`src/core/timer_defines.svh`:
```
/*
 Constants of the triple timer/event counter: register offsets, control
 field positions, encodings, reset values and counter tops.
 Assumes an 8-bit register port with byte-wide offsets.
*/
`ifndef TIMER_DEFINES_SVH
`define TIMER_DEFINES_SVH

// register offsets
`define ADDR_GC 8'h09
`define ADDR_C0_COUNT 8'h0d
`define ADDR_C0_CTRL 8'h0e
`define ADDR_C1_HIGH 8'h0f
`define ADDR_C1_LOW 8'h10
`define ADDR_C1_CTRL 8'h11
`define ADDR_C2_HIGH 8'h1a
`define ADDR_C2_LOW 8'h1b
`define ADDR_C2_CTRL 8'h1c

// control register fields
`define CTRL_PSC_LSB 0
`define CTRL_PSC_MSB 2
`define CTRL_EDGE 3
`define CTRL_RUN 4
`define CTRL_CLKSEL 5
`define CTRL_MODE_LSB 6
`define CTRL_MODE_MSB 7
`define CTRL_RESET 8'h08
`define CTRL_RUN_MASK 8'h10

// mode encodings
`define MODE_UNUSED 2'h0
`define MODE_EVENT 2'h1
`define MODE_TIMER 2'h2
`define MODE_PULSE 2'h3

// general control fields
`define GC_LFS 0
`define GC_TCK_LO 1
`define GC_TCK_HI 2
`define GC_RESET 8'h00

// counter tops and divider
`define TOP_8 16'h00ff
`define TOP_16 16'hffff
`define DIV4_LAST 2'h3

// synchroniser lanes
`define SYN_RC 0
`define SYN_XT 1
`define SYN_REF 2
`define SYN_SEN 3
`define SYN_TMCK 4
`define SYN_PIN 5

`endif

```
`src/core/timer_pkg.sv`:
```
/*
 Types of the triple timer/event counter.
 Assumes nothing of its surroundings.
*/
package timer_pkg;
  typedef enum logic {PW_WAIT, PW_COUNT} pw_state_t;
endpackage

```
`src/core/triple_timer_event_counter.sv`:
```
/*
 Three count-up timer/event counters (8, 16, 16 bits) with prescalers,
 pulse width measurement and buffered 16-bit count access.
 Assumes one 25 MHz system clock; low-frequency, touch and pin inputs are
 asynchronous and far slower than the system clock.
*/
// Operation
// - counter 0 counts 8 bits from pin or system/low-frequency clock
// - counter 1 counts 16 bits from pin or system/4 or low-frequency clock
// - low-frequency clock picks RC oscillator or crystal by one general bit
// - counter 2 counts 16 bits from pin or system/4 or auxiliary clock
// - auxiliary clock picks low-frequency or one of three touch clocks
// - counter 0 count write loads start value, read returns count
// - 16-bit low byte write only fills the low-byte buffer
// - 16-bit high byte write moves high and buffered low into preload
// - 16-bit high byte read returns high half, captures low half
// - 16-bit low byte read returns the low-byte buffer
// - counter 2 count bytes behave exactly like counter 1
// - control bits 2:0 divide the internal clock by 1 to 128
// - event mode: edge bit one counts falling, zero counts rising edges
// - pulse mode: edge bit one measures high level, zero measures low
// - control bit 4 enables counting
// - counter 0 bit 5 picks system clock or low-frequency clock
// - counter 1 bit 5 picks system clock/4 or low-frequency clock
// - bits 7:6 pick event, timer, pulse width or unused mode
// - past the top the counter reloads preload and flags overflow
// - pulse mode clears enable after one measurement, holding the count
// - preload write also loads counter only while it is off
// - reading a count register blocks counting for that access
`timescale 1ns/1ps
`include "timer_defines.svh"

module triple_timer_event_counter (
  input wire logic clk_sys_i,
  input wire logic rst_n_i,
  input wire logic [7:0] addr_i,
  input wire logic [7:0] wdata_i,
  input wire logic wr_i,
  input wire logic rd_i,
  output logic [7:0] rdata_o,
  input wire logic internal_low_freq_rc_i,
  input wire logic external_low_freq_crystal_i,
  input wire logic touch_reference_clock_i,
  input wire logic touch_sense_clock_i,
  input wire logic touch_module_clock_i,
  input wire logic [2:0] counter_pin_i,
  output logic [2:0] overflow_o
);

  ////////////////////////////////////////////////////////////////////////////
  // storage
  logic [15:0] count_reg [3];
  logic [15:0] preload_reg [3];
  logic [7:0] lowbuf_reg [3];
  logic [7:0] ctrl_reg [3];
  logic [6:0] psc_reg [3];
  timer_pkg::pw_state_t pw_reg [3];
  logic ovf_reg [3];
  logic [7:0] gc_reg;
  logic [1:0] div4_reg;
  logic [7:0] rdata_reg;
  logic [7:0] syn1_reg;
  logic [7:0] syn2_reg;
  logic [7:0] syn3_reg;
  logic [7:0] lvl_reg;
  logic inc_w [3];
  logic top_w [3];
  logic [7:0] rd_val [3];

  // prescaler hit: one tick every 2^sel source ticks
  function automatic logic presc_hit(input logic [6:0] cnt, input logic [2:0] sel);
    logic [6:0] mask;
    mask = 7'((8'h01 << sel) - 8'h01);
    presc_hit = ((cnt & mask) == mask);
  endfunction

  ////////////////////////////////////////////////////////////////////////////
  // input synchronisers: an edge counts once stages two and three agree
  wire [7:0] async_in = {counter_pin_i, touch_module_clock_i,
    touch_sense_clock_i, touch_reference_clock_i,
    external_low_freq_crystal_i, internal_low_freq_rc_i};
  wire [7:0] settle = ~(syn2_reg ^ syn3_reg) & (syn3_reg ^ lvl_reg);
  wire [7:0] rise = settle & syn3_reg;
  wire [7:0] fall = settle & ~syn3_reg;

  // filter stages; a pin high out of reset shows as one rising edge
  always_ff @(posedge clk_sys_i or negedge rst_n_i) begin
    if (!rst_n_i) begin
      syn1_reg <= 8'h00;
      syn2_reg <= 8'h00;
      syn3_reg <= 8'h00;
      lvl_reg <= 8'h00;
    end else begin
      syn1_reg <= async_in;
      syn2_reg <= syn1_reg;
      syn3_reg <= syn2_reg;
      lvl_reg <= (syn2_reg & ~(syn2_reg ^ syn3_reg)) | (lvl_reg & (syn2_reg ^ syn3_reg));
    end
  end

  ////////////////////////////////////////////////////////////////////////////
  // clock sources: low-frequency for all counters, divide by four for counters 1 and 2, auxiliary for counter 2
  wire lf_tick = gc_reg[`GC_LFS] ? rise[`SYN_XT] : rise[`SYN_RC];
  wire [1:0] tck_sel = {gc_reg[`GC_TCK_HI], gc_reg[`GC_TCK_LO]};
  wire [3:0] aux_srcs = {rise[`SYN_TMCK], rise[`SYN_SEN], rise[`SYN_REF], lf_tick};
  wire aux_tick = aux_srcs[tck_sel];
  wire div4_tick = (div4_reg == `DIV4_LAST);
  wire gc_hit = (addr_i == `ADDR_GC);
  wire [7:0] gc_next = (wr_i && gc_hit) ? wdata_i : gc_reg;

  // free-running divide by four and general control
  always_ff @(posedge clk_sys_i or negedge rst_n_i) begin
    if (!rst_n_i) begin
      div4_reg <= 2'h0;
      gc_reg <= `GC_RESET;
    end else begin
      div4_reg <= 2'(div4_reg + 2'h1);
      gc_reg <= gc_next;
    end
  end

  ////////////////////////////////////////////////////////////////////////////
  // the three counters
  for (genvar i = 0; i < 3; i++) begin : g_cnt
    localparam logic [7:0] A_HI = (i == 0) ? `ADDR_C0_COUNT :
      (i == 1) ? `ADDR_C1_HIGH : `ADDR_C2_HIGH;
    localparam logic [7:0] A_LO = (i == 1) ? `ADDR_C1_LOW : `ADDR_C2_LOW;
    localparam logic [7:0] A_CT = (i == 0) ? `ADDR_C0_CTRL :
      (i == 1) ? `ADDR_C1_CTRL : `ADDR_C2_CTRL;
    localparam logic [15:0] TOP = (i == 0) ? `TOP_8 : `TOP_16;

    // decode and control fields
    wire hit_hi = (addr_i == A_HI);
    wire hit_lo = (i != 0) && (addr_i == A_LO);
    wire hit_ct = (addr_i == A_CT);
    wire [1:0] mode = ctrl_reg[i][`CTRL_MODE_MSB:`CTRL_MODE_LSB];
    wire run = ctrl_reg[i][`CTRL_RUN];
    wire esel = ctrl_reg[i][`CTRL_EDGE];
    wire csel = ctrl_reg[i][`CTRL_CLKSEL];
    wire [2:0] psel = ctrl_reg[i][`CTRL_PSC_MSB:`CTRL_PSC_LSB];

    // internal source: counter 0 runs on every system cycle when not divided
    wire sys_src = (i == 0) ? 1'b1 : div4_tick;
    wire alt_src = (i == 2) ? aux_tick : lf_tick;
    wire src = csel ? alt_src : sys_src;
    wire tick = src && presc_hit(psc_reg[i], psel);

    // pin edges per mode
    wire p_rise = rise[`SYN_PIN + i];
    wire p_fall = fall[`SYN_PIN + i];
    wire ev_edge = esel ? p_fall : p_rise;
    wire pw_start = esel ? p_rise : p_fall;
    wire pw_stop = esel ? p_fall : p_rise;
    wire pw_on = (pw_reg[i] == timer_pkg::PW_COUNT);
    wire pw_done = run && (mode == `MODE_PULSE) && pw_on && pw_stop;

    // count step; a count read freezes it, so that byte is never torn
    wire blk = rd_i && (hit_hi || hit_lo);
    wire step = (mode == `MODE_EVENT) ? ev_edge :
      (mode == `MODE_TIMER) ? tick :
      (mode == `MODE_PULSE) ? (pw_on && !pw_stop && tick) : 1'b0;
    assign inc_w[i] = run && step && !blk;
    assign top_w[i] = (count_reg[i] == TOP);

    // preload path: high byte write merges the buffered low byte
    wire ld_wr = wr_i && hit_hi;
    wire [15:0] ld_val = (i == 0) ? {8'h00, wdata_i} : {wdata_i, lowbuf_reg[i]};

    // next values
    wire [15:0] count_next = (ld_wr && !run) ? ld_val :
      !inc_w[i] ? count_reg[i] :
      top_w[i] ? preload_reg[i] : 16'(count_reg[i] + 16'h0001);
    wire [15:0] preload_next = ld_wr ? ld_val : preload_reg[i];
    wire [7:0] lowbuf_next = (wr_i && hit_lo) ? wdata_i :
      (rd_i && hit_hi && i != 0) ? count_reg[i][7:0] : lowbuf_reg[i];
    // a software write in the finishing cycle wins: it means a restart
    wire [7:0] ctrl_next = (wr_i && hit_ct) ? wdata_i :
      pw_done ? (ctrl_reg[i] & ~`CTRL_RUN_MASK) : ctrl_reg[i];
    wire [6:0] psc_next = !run ? 7'h00 :
      src ? 7'(psc_reg[i] + 7'h01) : psc_reg[i];
    wire pw_next_on = run && (mode == `MODE_PULSE) &&
      (pw_on ? !pw_stop : pw_start);
    timer_pkg::pw_state_t pw_next;
    assign pw_next = pw_next_on ? timer_pkg::PW_COUNT : timer_pkg::PW_WAIT;

    // read data of this counter; low byte comes from the buffer
    assign rd_val[i] = hit_hi ? ((i == 0) ? count_reg[i][7:0] : count_reg[i][15:8]) :
      hit_lo ? lowbuf_reg[i] : hit_ct ? ctrl_reg[i] : 8'h00;

    // counter state
    always_ff @(posedge clk_sys_i or negedge rst_n_i) begin
      if (!rst_n_i) begin
        count_reg[i] <= 16'h0000;
        preload_reg[i] <= 16'h0000;
        lowbuf_reg[i] <= 8'h00;
        ctrl_reg[i] <= `CTRL_RESET;
        psc_reg[i] <= 7'h00;
        pw_reg[i] <= timer_pkg::PW_WAIT;
        ovf_reg[i] <= 1'b0;
      end else begin
        count_reg[i] <= count_next;
        preload_reg[i] <= preload_next;
        lowbuf_reg[i] <= lowbuf_next;
        ctrl_reg[i] <= ctrl_next;
        psc_reg[i] <= psc_next;
        pw_reg[i] <= pw_next;
        ovf_reg[i] <= inc_w[i] && top_w[i];
      end
    end
  end

  ////////////////////////////////////////////////////////////////////////////
  // register read port: data valid only in the cycle after the strobe
  wire [7:0] gc_val = gc_hit ? gc_reg : 8'h00;
  wire [7:0] rdata_next = rd_i ? (rd_val[0] | rd_val[1] | rd_val[2] | gc_val) : 8'h00;

  // read data flop
  always_ff @(posedge clk_sys_i or negedge rst_n_i) begin
    if (!rst_n_i) begin
      rdata_reg <= 8'h00;
    end else begin
      rdata_reg <= rdata_next;
    end
  end

  // outputs straight from flops
  assign rdata_o = rdata_reg;
  assign overflow_o = {ovf_reg[2], ovf_reg[1], ovf_reg[0]};

  wire c0_wr = wr_i && (addr_i == `ADDR_C0_COUNT);
  wire c1_hi = (addr_i == `ADDR_C1_HIGH);
  wire c1_lo = (addr_i == `ADDR_C1_LOW);
  wire c2_hi = (addr_i == `ADDR_C2_HIGH);
endmodule // triple_timer_event_counter

```
`config.mk`:
```
export PLATFORM = sky130hd
export DESIGN_NAME = triple_timer_event_counter
export DESIGN_NICKNAME = d
export VERILOG_FILES = /design/src/core/timer_pkg.sv /design/src/core/triple_timer_event_counter.sv
export VERILOG_INCLUDE_DIRS = /design/src /design/src/core
export SDC_FILE = /design/constraint.sdc
export NUM_CORES = 1
export LEC_CHECK = 0
export BUFFER_PORTS_ARGS = -buffer_cell sky130_fd_sc_hd__buf_2
export CORE_MARGIN = 1.5
export CORE_UTILIZATION = 60
export CTS_CLUSTER_DIAMETER = 150
export CTS_CLUSTER_SIZE = 12
export DETAILED_ROUTE_END_ITERATION = 8
export GPL_ROUTABILITY_DRIVEN = 0
export MAX_ROUTING_LAYER = met4
export PLACE_DENSITY = 0.78
export SYNTH_ARGS = -nofsm -noshare
export SYNTH_HDL_FRONTEND = slang
export SYNTH_SLANG_ARGS = --single-unit
```
`constraint.sdc`:
```
create_clock -name clk_sys_i -period 3.8 [get_ports clk_sys_i]
set_clock_uncertainty 0.15 [all_clocks]
set_input_delay 0.76 -clock clk_sys_i [delete_from_list [all_inputs] [get_ports clk_sys_i]]
set_output_delay 0.76 -clock clk_sys_i [all_outputs]
set_load 0.005 [all_outputs]
```
# --- Word-level counts from Yosys, hierarchy flattened ---
# Index checks and enable logic that the tools add are counted.
word_totals:
  regBits: 205
  inputBits: 28
  out_inout_bits: 11
classes:
  add_sub_neg: 10
  magnitude_cmp: 1
  eq_ne: 28
  n_shift: 3
  mux: 62
  bitwise_logic: 16
  reduce_logical: 66
ops:
  columns: ["operator", "count"]
  rows:
  - ["$mux W16", 9]
  - ["$mux W8", 17]
  - ["$add A16 B1 Y16 const B", 3]
  - ["$logic_and A1 B1 Y1", 47]
  - ["$mux W7", 6]
  - ["$and A8 B8 Y8", 5]
  - ["$eq A8 B5 Y1 const B", 5]
  - ["$eq A16 B16 Y1 const B", 2]
  - ["$eq A8 B4 Y1 const B", 4]
  - ["$or A8 B8 Y8", 4]
  - ["$mux W1", 26]
  - ["$add A7 B1 Y7 const B", 3]
  - ["$and A7 B7 Y7", 3]
  - ["$eq A7 B7 Y1", 3]
  - ["$shl A1 B3 Y7 const A", 3]
  - ["$sub A7 B1 Y7 const B", 3]
  - ["$eq A16 B8 Y1 const B", 1]
  - ["$not A8 Y8", 2]
  - ["$reduce_bool A2 Y1", 8]
  - ["$xor A8 B8 Y8", 2]
  - ["$mux W5", 3]
  - ["$eq A2 B2 Y1 const B", 7]
  - ["$logic_not A1 Y1", 9]
  - ["$eq A2 B1 Y1 const B", 3]
  - ["other kinds (5)", 8]

# --- Depth between registers and ports, before layout ---
depth:
  depth_word: 17
  depth_mapped: 10
  depth_no_buf: 8

# --- Least setup slack after synthesis ---
# OpenSTA, ideal clock, no wires.
synth_timing:
  kind: "input port to flip-flop"
  start: "in addr_i[5]"
  end: "reg preload_reg[10] (netlist name)"
  arrival_ns: 2.324
  slack_ns: 1.202
  path_stages: 7
  cell_sequence: "nor3_1 nand3_1 or2_1 buf_2 nor2_2 buf_2 mux2_2"
synth_between:
  elab_chain_len: 2
synth_rtl:
  columns: ["item", "line_no", "source"]
  rows:
  - ["start, declared", "triple_timer_event_counter.sv:36", "input wire logic [7:0] addr_i,"]
  - ["$eq A8 B5 Y1", "triple_timer_event_counter.sv:133", "wire hit_hi = (addr_i == A_HI);"]
  - ["$logic_and A1 B1 Y1", "triple_timer_event_counter.sv:166", "wire ld_wr = wr_i && hit_hi;"]
  - ["end signal, assigned by index", "triple_timer_event_counter.sv:202", "preload_reg[i] <= preload_next;"]
  - ["end, declared", "triple_timer_event_counter.sv:53", "logic [15:0] preload_reg [3];"]
# Every way passes these cells.
# A chain may end at the register's enable or synchronous reset.

# --- Final worst setup path ---
layout_timing:
  start: "reg gc_reg[0]"
  end: "reg count_reg[18] (netlist name)"
layout_between:
  elab_chain_len: 10
layout_rtl:
  columns: ["item", "line_no", "source"]
  rows:
  - ["start, declared", "triple_timer_event_counter.sv:59", "logic [7:0] gc_reg;"]
  - ["start signal, assigned", "triple_timer_event_counter.sv:115", "gc_reg <= `GC_RESET;"]
  - ["start signal, assigned", "triple_timer_event_counter.sv:118", "gc_reg <= gc_next;"]
  - ["$mux W1 (*)", "triple_timer_event_counter.sv:103", "wire lf_tick = gc_reg[`GC_LFS] ? rise[`SYN_XT] : rise[`SYN_RC];"]
  - ["$mux W1 (*)", "triple_timer_event_counter.sv:145", "wire src = csel ? alt_src : sys_src;"]
  - ["$logic_and A1 B1 Y1 (*)", "triple_timer_event_counter.sv:146", "wire tick = src && presc_hit(psc_reg[i], psel);"]
  - ["$logic_and A1 B1 Y1", "triple_timer_event_counter.sv:161", "(mode == `MODE_PULSE) ? (pw_on && !pw_stop && tick) : 1'b0;"]
  - ["$mux W1", "triple_timer_event_counter.sv:161", null]
  - ["$mux W1 (*)", "triple_timer_event_counter.sv:160", "(mode == `MODE_TIMER) ? tick :"]
  - ["$mux W1 (*)", "triple_timer_event_counter.sv:159", "wire step = (mode == `MODE_EVENT) ? ev_edge :"]
  - ["$logic_and A1 B1 Y1 (*) (2 in a row)", "triple_timer_event_counter.sv:162", "assign inc_w[i] = run && step && !blk;"]
  - ["$reduce_bool A2 Y1 (no line) (*)", null, null]
  - ["end signal, assigned by index", "triple_timer_event_counter.sv:201", "count_reg[i] <= count_next;"]
  - ["end, declared", "triple_timer_event_counter.sv:52", "logic [15:0] count_reg [3];"]
# Every way passes the cells marked *; elsewhere a longest branch is shown, timed or not.

==> results_dict.tcl <==
set metrics [dict create \
    grt_pass1_vias 7408 \
    wl_per_cell_um 20.3 \
    cp_slowest_cell "or2_1" \
    regToRegStartpoint "gc_reg[0]" \
    core_um2 16700 \
    grt_max_degree 90 \
    yosysTopAreaCell "dfrtp_1" \
    fmax_mhz 334 \
    syn_nets 1004 \
    ys.flop_type "dfrtp_1" \
    synth_edf_count 0 \
    worstRegToRegCells 7 \
    yosys.area_share.xor_xnor_pct 2.46 \
    r2r_end "count_reg[18]" \
    synth-simple-area-share_pct 17.9 \
    ys_seq_elements 205 \
    antenna_found_initial 0 \
    grt_usage_pct 29.6 \
    synth_top_family_by_area "simple AND/OR/NAND/NOR gates" \
    synth.distinct_cells 81 \
    final_cell_mix "dfrtp_1, nand2_1, mux2_2, nor2_1, o21ai_0" \
    critPathKind "reg -> reg" \
    cts_sinks 205 \
    hold_violations 0 \
    setup_violations 0 \
    synthCells 969 \
    fillers 1262 \
    rows 47 \
    viasPerCell 6.43 \
    worstPathCellList "and4b_1 > nor2_1 > a21oi_2 > a41oi_1 > or2_1 > mux2i_1 > a221o_1" \
    die_area_um2 18000 \
    cap_violations 0 \
    area_growth_pct 9.37 \
    cts_tree "built" \
    cts_made_buffers 21 \
    insertion_delay_ps 510 \
    startpoint_type "register" \
    fin_setup_tns_ps 0 \
    max_stage_delay_ps 560 \
    rrSetupSlack_ps 810 \
    cts-root-buf "clkbuf_16" \
    synthTopCellsByArea "dfrtp_1, mux2_2, nand2_1" \
    cts_resized 0 \
    vdd_drop_max_mv 0.362 \
    tightestPinTransition_ps 733 \
    pwr_density_cell_nw_per_um2 412 \
    syn_area_um2 10300 \
    hold_buffers 0 \
    clkTransAtPathRegs_ps 60 \
    synth_mux_area_share_pct 10.7 \
    drtIter0Drc 791 \
    start_util_pct 61.8 \
    cts_setup_buffers 0 \
    rsz0062_at_grt "no" \
    yosysWarnings 0 \
    critPathCaptureType "register" \
    fin_crit_ps 2990 \
    grt_first_pass_wirelength_um 40500 \
    final_layout_size_suffix_gt1_share_pct 18.6 \
    largest_reg_flops 48 \
    routed_wl_um 25000 \
    numPortBuffers 38 \
    utilization_pct 67.6 \
    synthAdderAreaFrac_pct 1.62 \
    final_common_cell "dfrtp_1" \
    postSynthAreaPerCell_um2 10.6 \
    ioPinCount 39 \
    slew_viol_final 0 \
    critPathRequiredTime_ps 4040 \
    dp.final_hpwl_um 16800 \
    postRouteAntennaNets 0 \
    cp_data_arrival_time_ps 3230 \
    synth-seq-area-share_pct 49.8 \
    die_h_um 134 \
    fin_crit_sh_pct 78.7 \
    status "completed" \
    vias 7907 \
    htreeDepth 1 \
    firstDrtPassIters 9 \
    synth_top_area_share_pct 49.0 \
    max_slew_margin_pct 51.1 \
    layout.nets 1037 \
    synth_compound_area_share_pct 15.0 \
    worstPathMaxFanout 16 \
    ys_async_sr_fraction_pct 100 \
    total_power_mw 4.65 \
    p_leak_nw 4.92 \
    clk_path_buf_depth 3 \
    antenna_cells 0 \
    drc 0 \
    die_x_um 134 \
    hold_class "in -> async" \
    gr-total-overflow 0 \
]
==> metal layers <==
layer	wire length (um)	GRT usage [%]
met1	11400	42.9
met2	10900	42.2
met3	1630	4.16
met4	1050	12.1
met5	0	-
==> per-stage QoR <==
step / setup slack, ps / hold WS [ps] / cells / instance area, um^2
floorplan: 1200 / 181 / 969 / 10300
global placement: 667 / 183 / 1199 / 10700
detailed placement: 606 / 187 / 1199 / 10700
CTS: 825 / 176 / 1230 / 11300
global route: 677 / 193 / 1230 / 11300
finish: 809 / 146 / 1230 / 11300
==> report_power, final <==
part	total, mW	internal [mW]	switching (mW)
Sequential	2.44	2.30	0.139
Clock	1.84	1.02	0.820
Combinational	0.382	0.176	0.205
Total	4.65	3.49	1.16
==> cell usage after synthesis, drive strengths merged, types with 8 or more instances <==
| library cell | instances |
|---|---|
| dfrtp | 202 |
| nand2 | 94 |
| mux2 | 69 |
| nor2 | 66 |
| o21ai | 53 |
| a21oi | 51 |
| nand3 | 42 |
| mux2i | 33 |
| a221o | 22 |
| buf | 22 |
| and2 | 18 |
| clkbuf | 18 |
| inv | 17 |
| nor3 | 17 |
| and3 | 16 |
| xnor2 | 15 |
| nor2b | 14 |
| xor2 | 14 |
| nand4 | 13 |
| a211oi | 11 |
| nand2b | 10 |
| a31oi | 9 |
| o22ai | 9 |
| or2 | 9 |
| or3 | 9 |
| a222oi | 8 |
| maj3 | 8 |
==> cell families (layout without fill, tap and decap cells) <==
group	Yosys count	after routing
buffers and inverters	58	99
adder cells (fa/ha/maj)	15	15
multiplexers	102	102
XOR/XNOR	29	29
AND/OR/NAND/NOR	339	339
AO/OA/AOI/OAI	221	221
flip-flops	205	205
==> how the worst max path moves through the flow <==
| stage | from | to | cells after the start | slack (ps) |
|---|---|---|---|---|
| 2_1_floorplan | addr_i[5] | preload_reg[10] | 7 | 1200 |
| 3_3_place_gp | addr_i[2] | count_reg[18] | 8 | 670 |
| 3_5_place_dp | addr_i[2] | count_reg[18] | 8 | 610 |
| 4_1_cts | gc_reg[0] | count_reg[18] | 7 | 830 |
| 5_1_grt | gc_reg[0] | count_reg[18] | 7 | 680 |
| 6_report | gc_reg[0] | count_reg[18] | 7 | 810 |
==> critical path, delay by kind of cell, from the launching register on <==
kind	cells	cell delay, ps
DFF	1	440
AOI/OAI and AO/OA	3	970
muxes	1	150
and+or+nand+nor	3	1150
==> cell type report <==
cell class / instances / area (um^2) / share of cell area (%)
clock inverter: 2 / 20.0 / 0.177
inverter: 18 / 67.6 / 0.599
tap: 220 / 275 / 2.44
clock buffer: 29 / 556 / 4.92
sequential: 205 / 5130 / 45.5
timing repair buffer: 50 / 302 / 2.67
multi-input combinational: 706 / 4930 / 43.7
Power figures use the tool's default switching activity.
